==> config.mk <==
export PLATFORM = sky130hd
export DESIGN_NAME = atm_regs
export DESIGN_NICKNAME = d
export VERILOG_FILES = /design/src/atm_pkg.sv /design/src/atm_regs.sv /design/src/atm_sched_timer.sv
export SDC_FILE = /design/constraint.sdc
export NUM_CORES = 1
export LEC_CHECK = 0
export BUFFER_PORTS_ARGS = -buffer_cell sky130_fd_sc_hd__buf_2
export CAP_MARGIN = 20
export CORE_ASPECT_RATIO = 2
export CORE_UTILIZATION = 30
export CTS_BUF_LIST = sky130_fd_sc_hd__clkbuf_4 sky130_fd_sc_hd__clkbuf_8
export CTS_CLUSTER_SIZE = 20
export DETAILED_ROUTE_END_ITERATION = 8
export PLACE_DENSITY_LB_ADDON = 0.25
export RECOVER_POWER = 100
export SYNTH_ARGS = -nofsm -noshare
export SYNTH_HDL_FRONTEND = slang
export SYNTH_SLANG_ARGS = --single-unit
==> constraint.sdc <==
create_clock -name MCLK -period 4.6 [get_ports MCLK]
set_input_delay 0.92 -clock MCLK [delete_from_list [all_inputs] [get_ports MCLK]]
set_output_delay 0.92 -clock MCLK [all_outputs]
set_load 0.1 [all_outputs]
==> src/atm_pkg.sv <==
// Purpose: shared constants for the converter monitor register block
// Assumes: byte-wide register port, one 40 MHz clock
// Notes: result and limit registers span two byte addresses, low byte first
package atm_pkg;
   // ==========================================================
   // timing
   localparam int CLK_PERIOD_NS = 25;
   localparam int MS_PERIOD_NS = 1000000;
   localparam int MS_CYCLES = MS_PERIOD_NS / CLK_PERIOD_NS;
   // ==========================================================
   // widths and channel numbering
   localparam int NUM_CH = 8;
   localparam int NUM_LIM = 6;
   localparam int RES_W = 12;
   localparam int EXP_W = 4;
   localparam int SCHED_CNT_W = 16;
   localparam logic [2:0] CH_SUPPLY = 3'h4;
   localparam logic [2:0] CH_CHARGE = 3'h5;
   localparam logic [2:0] CH_TEMP = 3'h6;
   localparam logic [2:0] CH_BATT = 3'h7;
   // limit slots: supply hi/lo, battery hi/lo, temperature hi/lo
   localparam int LIM_SUPPLY_HI = 0;
   localparam int LIM_SUPPLY_LO = 1;
   localparam int LIM_BATT_HI = 2;
   localparam int LIM_BATT_LO = 3;
   localparam int LIM_TEMP_HI = 4;
   localparam int LIM_TEMP_LO = 5;
   // ==========================================================
   // byte addresses
   localparam logic [7:0] ADDR_STATUS = 8'hC0;
   localparam logic [7:0] RESULT_ADDR [NUM_CH] =
      '{8'hC1, 8'hC3, 8'hC5, 8'hC7, 8'hCD, 8'hCF, 8'hCB, 8'hC9};
   localparam logic [7:0] ADDR_CONFIG = 8'hD1;
   localparam logic [7:0] ADDR_IRQ_EN = 8'hD2;
   localparam logic [7:0] SCHED_ADDR [NUM_CH] =
      '{8'hD3, 8'hD4, 8'hD5, 8'hD6, 8'hD7, 8'hD8, 8'hD9, 8'hDA};
   localparam logic [7:0] LIMIT_ADDR [NUM_LIM] =
      '{8'hDB, 8'hDD, 8'hDF, 8'hE1, 8'hE3, 8'hE5};
   localparam logic [7:0] ADDR_OVERTEMP = 8'hE7;
   // ==========================================================
   // field positions
   localparam int STAT_PRESS = 0;
   localparam int STAT_THI = 1;
   localparam int STAT_TLO = 2;
   localparam int STAT_BHI = 3;
   localparam int STAT_BLO = 4;
   localparam int STAT_SHI = 5;
   localparam int STAT_SLO = 6;
   localparam int STAT_BCRIT = 7;
   localparam int CFG_MODE_BIT = 0;
   localparam int CFG_POWER_BIT = 2;
   localparam int SCHED_EN_BIT = 0;
   localparam int SCHED_EXP_LSB = 4;
   localparam int OT_FLAG_BIT = 0;
   localparam int OT_EN_BIT = 4;
   // ==========================================================
   // reset values
   localparam logic [RES_W-1:0] RESULT_RST = 12'h000;
   localparam logic [RES_W-1:0] LIMIT_HI_RST = 12'hFFF;
   localparam logic [RES_W-1:0] LIMIT_LO_RST = 12'h000;
   localparam logic CFG_MODE_RST = 1'h0;
   localparam logic CFG_POWER_RST = 1'h0;
   localparam logic [7:0] IRQ_EN_RST = 8'h00;
   localparam logic SCHED_EN_RST = 1'h0;
   localparam logic [EXP_W-1:0] SCHED_EXP_RST = 4'h0;
   localparam logic OT_EN_RST = 1'h0;
endpackage : atm_pkg

==> src/atm_regs.sv <==
// Purpose: register file, scheduling and limit alerts of the converter monitor
// Assumes: register port and measurement inputs synchronous to MCLK
// Notes: read data appears on the edge after REG_RD; high bytes come from a
//        snapshot taken when the low byte was read
`timescale 1ns/100ps
`default_nettype none
module atm_regs #(
   parameter int MS_CYCLES = atm_pkg::MS_CYCLES
) (
   input wire logic MCLK,
   input wire logic RST_N,
   input wire logic [7:0] REG_ADDR,
   input wire logic [7:0] REG_WDATA,
   input wire logic REG_WR,
   input wire logic REG_RD,
   output logic [7:0] REG_RDATA,
   input wire logic MEAS_VALID,
   input wire logic [2:0] MEAS_CHAN,
   input wire logic [11:0] MEAS_DATA,
   input wire logic PANEL_PRESSED,
   input wire logic BATT_CRITICAL,
   input wire logic OVERTEMP,
   output logic [7:0] MEAS_REQ,
   output logic CONV_POWER,
   output logic MODE_TOUCH,
   output logic IRQ
);
   localparam int MS_W = $clog2(MS_CYCLES);
   localparam int NCH = atm_pkg::NUM_CH;
   localparam int NLIM = atm_pkg::NUM_LIM;
   localparam int RW = atm_pkg::RES_W;

   logic [RW-1:0] results [NCH];
   logic [RW-1:0] limits [NLIM];
   logic [7:0] limit_stage;
   logic [3:0] read_shadow;
   logic cfg_power, ot_irq_en, cmp_valid, ms_tick, next_shadow_load;
   logic [7:0] irq_en;
   logic [NCH-1:0] sched_en;
   logic [atm_pkg::EXP_W-1:0] sched_exp [NCH];
   logic temp_above_limit_flag, temp_below_limit_flag;
   logic battery_above_limit_flag, battery_below_limit_flag;
   logic supply_above_limit_flag, supply_below_limit_flag;
   logic [2:0] cmp_chan;
   logic [MS_W-1:0] ms_count;
   logic [NCH-1:0] due, next_pending;
   logic [7:0] status_now, next_rdata;
   logic [3:0] next_shadow;

   // ==========================================================
   // live status byte
   always_comb begin
      status_now = 8'h00;
      status_now[atm_pkg::STAT_PRESS] = PANEL_PRESSED && MODE_TOUCH;
      status_now[atm_pkg::STAT_THI] = temp_above_limit_flag;
      status_now[atm_pkg::STAT_TLO] = temp_below_limit_flag;
      status_now[atm_pkg::STAT_BHI] = battery_above_limit_flag;
      status_now[atm_pkg::STAT_BLO] = battery_below_limit_flag;
      status_now[atm_pkg::STAT_SHI] = supply_above_limit_flag;
      status_now[atm_pkg::STAT_SLO] = supply_below_limit_flag;
      status_now[atm_pkg::STAT_BCRIT] = BATT_CRITICAL;
   end

   // ==========================================================
   // configuration and enables
   always_ff @(posedge MCLK) begin
      if (!RST_N) begin
         MODE_TOUCH <= atm_pkg::CFG_MODE_RST;
         cfg_power <= atm_pkg::CFG_POWER_RST;
         irq_en <= atm_pkg::IRQ_EN_RST;
         ot_irq_en <= atm_pkg::OT_EN_RST;
      end else if (REG_WR) begin
         if (REG_ADDR == atm_pkg::ADDR_CONFIG) begin
            MODE_TOUCH <= REG_WDATA[atm_pkg::CFG_MODE_BIT];
            cfg_power <= REG_WDATA[atm_pkg::CFG_POWER_BIT];
         end
         if (REG_ADDR == atm_pkg::ADDR_IRQ_EN) begin
            irq_en <= REG_WDATA;
         end
         if (REG_ADDR == atm_pkg::ADDR_OVERTEMP) begin
            ot_irq_en <= REG_WDATA[atm_pkg::OT_EN_BIT];
         end
      end
   end

   // ==========================================================
   // schedule registers
   always_ff @(posedge MCLK) begin
      if (!RST_N) begin
         for (int i = 0; i < NCH; i++) begin
            sched_en[i] <= atm_pkg::SCHED_EN_RST;
            sched_exp[i] <= atm_pkg::SCHED_EXP_RST;
         end
      end else if (REG_WR) begin
         for (int i = 0; i < NCH; i++) begin
            if (REG_ADDR == atm_pkg::SCHED_ADDR[i]) begin
               sched_en[i] <= REG_WDATA[atm_pkg::SCHED_EN_BIT];
               sched_exp[i] <= REG_WDATA[atm_pkg::SCHED_EXP_LSB +: atm_pkg::EXP_W];
            end
         end
      end
   end

   // ==========================================================
   // limit registers
   // the low byte is staged and both bytes land together on the high-byte
   // write, so the comparator never sees a half-updated limit
   always_ff @(posedge MCLK) begin
      if (!RST_N) begin
         limit_stage <= 8'h00;
         for (int i = 0; i < NLIM; i++) begin
            limits[i] <= (i % 2 == 0) ? atm_pkg::LIMIT_HI_RST : atm_pkg::LIMIT_LO_RST;
         end
      end else if (REG_WR) begin
         for (int i = 0; i < NLIM; i++) begin
            if (REG_ADDR == atm_pkg::LIMIT_ADDR[i]) begin
               limit_stage <= REG_WDATA;
            end
            if (REG_ADDR == atm_pkg::LIMIT_ADDR[i] + 8'h01) begin
               limits[i] <= {REG_WDATA[3:0], limit_stage};
            end
         end
      end
   end

   // ==========================================================
   // measurement results
   always_ff @(posedge MCLK) begin
      if (!RST_N) begin
         for (int i = 0; i < NCH; i++) begin
            results[i] <= atm_pkg::RESULT_RST;
         end
      end else if (MEAS_VALID) begin
         results[MEAS_CHAN] <= MEAS_DATA;
      end
   end

   // ==========================================================
   // limit comparison, one cycle after the result is stored
   always_ff @(posedge MCLK) begin
      if (!RST_N) begin
         cmp_valid <= 1'b0;
         cmp_chan <= 3'h0;
      end else begin
         cmp_valid <= MEAS_VALID;
         cmp_chan <= MEAS_CHAN;
      end
   end

   // flags track the latest sample; they are not sticky
   always_ff @(posedge MCLK) begin
      if (!RST_N) begin
         temp_above_limit_flag <= 1'b0;
         temp_below_limit_flag <= 1'b0;
         battery_above_limit_flag <= 1'b0;
         battery_below_limit_flag <= 1'b0;
         supply_above_limit_flag <= 1'b0;
         supply_below_limit_flag <= 1'b0;
      end else if (cmp_valid) begin
         if (cmp_chan == atm_pkg::CH_TEMP) begin
            temp_above_limit_flag <= results[cmp_chan] > limits[atm_pkg::LIM_TEMP_HI];
            temp_below_limit_flag <= results[cmp_chan] < limits[atm_pkg::LIM_TEMP_LO];
         end
         if (cmp_chan == atm_pkg::CH_BATT) begin
            battery_above_limit_flag <= results[cmp_chan] > limits[atm_pkg::LIM_BATT_HI];
            battery_below_limit_flag <= results[cmp_chan] < limits[atm_pkg::LIM_BATT_LO];
         end
         if (cmp_chan == atm_pkg::CH_SUPPLY) begin
            supply_above_limit_flag <= results[cmp_chan] > limits[atm_pkg::LIM_SUPPLY_HI];
            supply_below_limit_flag <= results[cmp_chan] < limits[atm_pkg::LIM_SUPPLY_LO];
         end
      end
   end

   // ==========================================================
   // millisecond divider
   always_ff @(posedge MCLK) begin
      if (!RST_N) begin
         ms_count <= '0;
         ms_tick <= 1'b0;
      end else begin
         ms_tick <= ms_count == MS_W'(MS_CYCLES - 1);
         if (ms_count == MS_W'(MS_CYCLES - 1)) begin
            ms_count <= '0;
         end else begin
            ms_count <= MS_W'(ms_count + 1'b1);
         end
      end
   end

   // ==========================================================
   // per-channel schedulers
   for (genvar g = 0; g < NCH; g++) begin : g_sched
      atm_sched_timer #(
         .EXP_W(atm_pkg::EXP_W),
         .CNT_W(atm_pkg::SCHED_CNT_W)
      ) u_timer (
         .clk(MCLK),
         .rst_n(RST_N),
         .ms_tick(ms_tick),
         .enable(sched_en[g]),
         .period_exp(sched_exp[g]),
         .due(due[g])
      );
   end

   // ==========================================================
   // outstanding requests and converter power
   // a new request in the cycle its channel is served stays outstanding
   always_comb begin
      for (int i = 0; i < NCH; i++) begin
         next_pending[i] = MEAS_REQ[i];
         if (MEAS_VALID && MEAS_CHAN == 3'(i)) begin
            next_pending[i] = 1'b0;
         end
         if (due[i]) begin
            next_pending[i] = 1'b1;
         end
      end
   end

   always_ff @(posedge MCLK) begin
      if (!RST_N) begin
         MEAS_REQ <= 8'h00;
         CONV_POWER <= 1'b0;
      end else begin
         MEAS_REQ <= next_pending;
         CONV_POWER <= cfg_power || (|next_pending);
      end
   end

   // ==========================================================
   // interrupt request
   always_ff @(posedge MCLK) begin
      if (!RST_N) begin
         IRQ <= 1'b0;
      end else begin
         IRQ <= (|(status_now & irq_en)) || (OVERTEMP && ot_irq_en);
      end
   end

   // ==========================================================
   // read decode
   always_comb begin
      next_rdata = 8'h00;
      next_shadow_load = 1'b0;
      next_shadow = 4'h0;
      if (REG_ADDR == atm_pkg::ADDR_STATUS) begin
         next_rdata = status_now;
      end
      if (REG_ADDR == atm_pkg::ADDR_CONFIG) begin
         next_rdata[atm_pkg::CFG_MODE_BIT] = MODE_TOUCH;
         next_rdata[atm_pkg::CFG_POWER_BIT] = cfg_power;
      end
      if (REG_ADDR == atm_pkg::ADDR_IRQ_EN) begin
         next_rdata = irq_en;
      end
      if (REG_ADDR == atm_pkg::ADDR_OVERTEMP) begin
         next_rdata[atm_pkg::OT_FLAG_BIT] = OVERTEMP;
         next_rdata[atm_pkg::OT_EN_BIT] = ot_irq_en;
      end
      for (int i = 0; i < NCH; i++) begin
         if (REG_ADDR == atm_pkg::SCHED_ADDR[i]) begin
            next_rdata[atm_pkg::SCHED_EN_BIT] = sched_en[i];
            next_rdata[atm_pkg::SCHED_EXP_LSB +: atm_pkg::EXP_W] = sched_exp[i];
         end
         if (REG_ADDR == atm_pkg::RESULT_ADDR[i]) begin
            next_rdata = results[i][7:0];
            next_shadow_load = 1'b1;
            next_shadow = results[i][11:8];
         end
         if (REG_ADDR == atm_pkg::RESULT_ADDR[i] + 8'h01) begin
            next_rdata = {4'h0, read_shadow};
         end
      end
      for (int i = 0; i < NLIM; i++) begin
         if (REG_ADDR == atm_pkg::LIMIT_ADDR[i]) begin
            next_rdata = limits[i][7:0];
            next_shadow_load = 1'b1;
            next_shadow = limits[i][11:8];
         end
         if (REG_ADDR == atm_pkg::LIMIT_ADDR[i] + 8'h01) begin
            next_rdata = {4'h0, read_shadow};
         end
      end
   end

   always_ff @(posedge MCLK) begin
      if (!RST_N) begin
         REG_RDATA <= 8'h00;
         read_shadow <= 4'h0;
      end else if (REG_RD) begin
         REG_RDATA <= next_rdata;
         if (next_shadow_load) begin
            read_shadow <= next_shadow;
         end
      end
   end
endmodule : atm_regs
`default_nettype wire

==> src/atm_sched_timer.sv <==
// Purpose: per-channel periodic measurement scheduler
// Assumes: ms_tick is a one-cycle pulse every millisecond
// Notes: period is 2 to the power period_exp milliseconds
`timescale 1ns/100ps
`default_nettype none
module atm_sched_timer #(
   parameter int EXP_W = 4,
   parameter int CNT_W = 16
) (
   input wire logic clk,
   input wire logic rst_n,
   input wire logic ms_tick,
   input wire logic enable,
   input wire logic [EXP_W-1:0] period_exp,
   output logic due
);
   logic [CNT_W-1:0] ms_count;
   logic [CNT_W-1:0] last_count;

   assign last_count = (CNT_W'(1) << period_exp) - CNT_W'(1);

   // ==========================================================
   // millisecond counter
   // disabling restarts the count, so a re-enable waits one full period
   always_ff @(posedge clk) begin
      if (!rst_n || !enable) begin
         ms_count <= '0;
         due <= 1'b0;
      end else begin
         due <= 1'b0;
         if (ms_tick) begin
            if (ms_count == last_count) begin
               ms_count <= '0;
               due <= 1'b1;
            end else begin
               ms_count <= CNT_W'(ms_count + 1'b1);
            end
         end
      end
   end
endmodule : atm_sched_timer
`default_nettype wire

==> summary.md <==
| Metric | Value |
|---|---|
| F_max | `~240 MHz` |
| Startpoint Class | `input pin` |
| FF-to-FF path depth | `12` |
| Critical R2R Capture | `g_sched[6].u_timer.ms_count[8]` |
| Warnings, synthesis | `0` |
| Fillers | `8913` |
| Die area | `0.08654 mm^2` |
| Iter 0 DRT Violations | `roughly 1700` |
| Initial Util | `a little under a third` |
| TNS Setup | `0 ps` |
| Total GRT Usage | `between 20% and 30%` |
| Routed via count | `22538` |
| IO Port Bufs | `57` |
| P_leak | `9.966 nW` |
| Worst clock skew | `a little over 50 ps` |
| Aggregate routed wire length | `106.1 mm` |
| Final ANT Viol Nets | `0` |
| Peak supply drop | `0.0001809 V` |
| CP startpoint | `RST_N` |
| Initial antenna violation count | `8` |
| Core footprint | `approximately 0.085 mm^2` |
| Share of async-settable or async-resettable flops after synthesis | `0%` |
| DP HPWL | `just over 80 mm` |
| Final Core Density | `between 30% and 40%` |
| Tmin final | `4196 ps` |
| Yosys reg bits | `412` |
| Combinational power share | `about 12%` |
| Final Setup Violations | `0` |
| Hold Crit Class | `reg2reg` |
| Syn Inst Count | `between 2000 and 3000` |
| Worst-path fanout max | `49` |
| GPL Wtd Cong | `1.090` |
| Max-cap check violation count | `1` |
| Pwr Density | `approximately 310 mW/mm^2` |
| Post-synth top area share | `23.47%` |
| Vias/cell | `5.604` |
| Cell Area, Synth | `~0.026 mm^2` |
| Avg WL per Cell | `about 26 um` |
| Placed cell area | `0.02723 mm^2` |
| Main synth FF type | `dfxtp_1` |
| IO Pins | `a little under 60` |
| Synth cell count leaders | `nor2_1, nand2_1, dfxtp_1, edfxtp_1, and2_1` |
| Slew HR | `-117.7%` |
| Clock latency on the worst-skew pair | `between 700 and 800 ps` |
| DRC Markers | `0` |
| CP Class | `in2reg` |
| First-pass GRT wire length | `roughly 150 mm` |
| Share of layout cells above drive strength 1 | `9.986%` |
| WHS | `approximately 450 ps` |
| Vias in the first global route | `roughly 22000` |
| Clock Tree Root | `clkbuf_8` |
| TritonCTS clock tree | `done` |
| Reg2Reg Setup Slack | `~440 ps` |
| Die W | `208.5 um` |
| Hold buffers post-CTS | `0` |
| Clock slew at reported path FFs | `~80 ps` |
| Total gr overflow | `0` |
| Die Y | `~420 um` |
| Initial DRT Pass Iterations | `6` |
| Status | `finished with violations` |
| Post-synthesis net count | `roughly 3000` |
| Tcrit/Tclk final | `roughly nine tenths` |
| Setup bufs post-CTS | `0` |
| Register area share after synthesis | `roughly two fifths` |
| CTS HTree Levels | `3` |
| Number of synthesized flops with an enable pin | `200` |
| Largest area contributor in the netlist | `edfxtp_1` |
| Sw Ratio | `between 20 and 30%` |
| Switch Pwr | `about 2.5 mW` |
| Share of power burned in registers | `47.3%` |
| Failing checks | `capacitance limit, slew limit` |
| # nets final | `a little over 3000` |
| Final Cell Area | `approximately 0.028 mm^2` |
| Reg2reg start | `sched_exp[1][11]` |
| Clock buffer depth | `3` |
| Setup crit end | `REG_RDATA[5]` |
| RSZ-0062 raised after global routing | `false` |
| Post-cts sizing count | `0` |
| WP data required | `between 5000 and 6000 ps` |
| Count leader, synth | `nor2_1` |
| Capturing element type of the critical path | `register` |
| CTS buffer count | `66` |
| Slew @ Worst Pin | `between 3000 and 4000 ps` |
| Pin count of the biggest net entering global routing | `between 50 and 60` |
| Final hold violation count | `0` |
| Clk pwr share | `between 40% and 50%` |
| Synthesis-to-layout area growth | `11.12%` |
| Max Slew Vio Count | `50` |
| Internal power | `6.212 mW` |
| Synthesized area per cell | `around 9.0 um^2` |
| Row count | `151` |
| Distinct cell type count after synthesis | `100` |
| Top cells by area, synth | `edfxtp_1, dfxtp_1, nor2_1` |
| Hold path depth | `2` |
| CTS sink count | `412` |
| Worst EP arrival | `around 4800 ps` |
[worst max-delay path, stage by stage]
cell      delay (ps)
clkbuf_1         520
inv_1            220
clkbuf_1        2330
a21oi_1          400
o21ai_0          240
a21o_1           110
a31oi_1           40
[registers in the layout (all words and copies together), names as in the netlist, 3 cells and up]
name                      count
read_shadow                   4
sched_exp                    32
g_sched.u_timer.ms_count    128
g_sched.u_timer.due           8
irq_en                        8
REG_RDATA                     8
cmp_chan                      3
sched_en                      8
results                      96
limit_stage                   8
ms_count                     16
limits                       72
MEAS_REQ                      8
[per-stage QoR]
stage	setup slack (ps)	cells	total power, mW
final	403.6	4022	8.760
after global routing	181.5	4018	9.071
after CTS	699.6	4014	8.842
after detailed placement	725.1	3896	5.285
after global placement	739.7	3895	5.278
after floorplan	1166	2858	4.810
[area by class of cell]
class	count	area, um^2	area share [%]
Tap cell	1071	1340	4.712
Clock inverter	35	332.8	1.170
Multi-Input combinational cell	2147	14100	49.59
Inverter	112	420.4	1.478
Antenna cell	7	17.52	0.06160
Timing Repair Buffer	155	903.4	3.177
Sequential cell	412	10250	36.05
Clock buffer	83	1067	3.753
[layout by cell type, fill, tap and decap left out, types with 41 or more instances in the layout]
master,count
a21oi_1,128
a22oi_1,41
and2_0,61
and2_1,90
and3_1,53
buf_4,67
clkbuf_1,50
clkbuf_8,71
dfxtp_1,210
edfxtp_1,200
ha_1,86
inv_1,112
nand2_1,234
nand3_1,108
nand4_1,52
nor2_1,308
nor3_1,66
o21ai_0,110
xnor2_1,86
xor2_1,114
[cell families (layout without fill, tap and decap cells)]
family	after synthesis	after routing	share of synthesized area [%]
simple gates	1196	1196	24.17
compound gates	598	598	16.14
flops	412	412	40.05
buf+inv	299	385	4.723
xor+xnor	200	200	6.845
fa+ha+maj	86	86	4.205
mux	67	67	3.868
other cells	0	7	0
[power groups by stage]
stage	Combinational, mW	Sequential [mW]	Clock, mW
global placement	1.06	4.22	0
finish	1.08	4.15	3.54
global route	1.16	4.15	3.76
floorplan	0.719	4.09	0
detailed placement	1.07	4.21	0
CTS	1.07	4.13	3.63
[worst min path at each step]
stage	from	slack, ps	to
after global placement	g_sched[5].u_timer.due	440	MEAS_REQ[5]
final	g_sched[3].u_timer.due	450	MEAS_REQ[3]
after detailed placement	g_sched[2].u_timer.due	450	MEAS_REQ[2]
after global routing	g_sched[3].u_timer.due	480	MEAS_REQ[3]
after CTS	g_sched[3].u_timer.due	450	MEAS_REQ[3]
after floorplan	g_sched[6].u_timer.due	420	MEAS_REQ[6]
[metal layers]
metal  vias to the layer above  track usage [%]  share of wire, %
met4                         4            22.00                10
met2                       839            46.25                53
met3                       383            4.856               5.2
met5                         -                0             0.025
li1                      10434                -                 -
met1                     10878            21.63                31
Power figures use the tool's default switching activity.
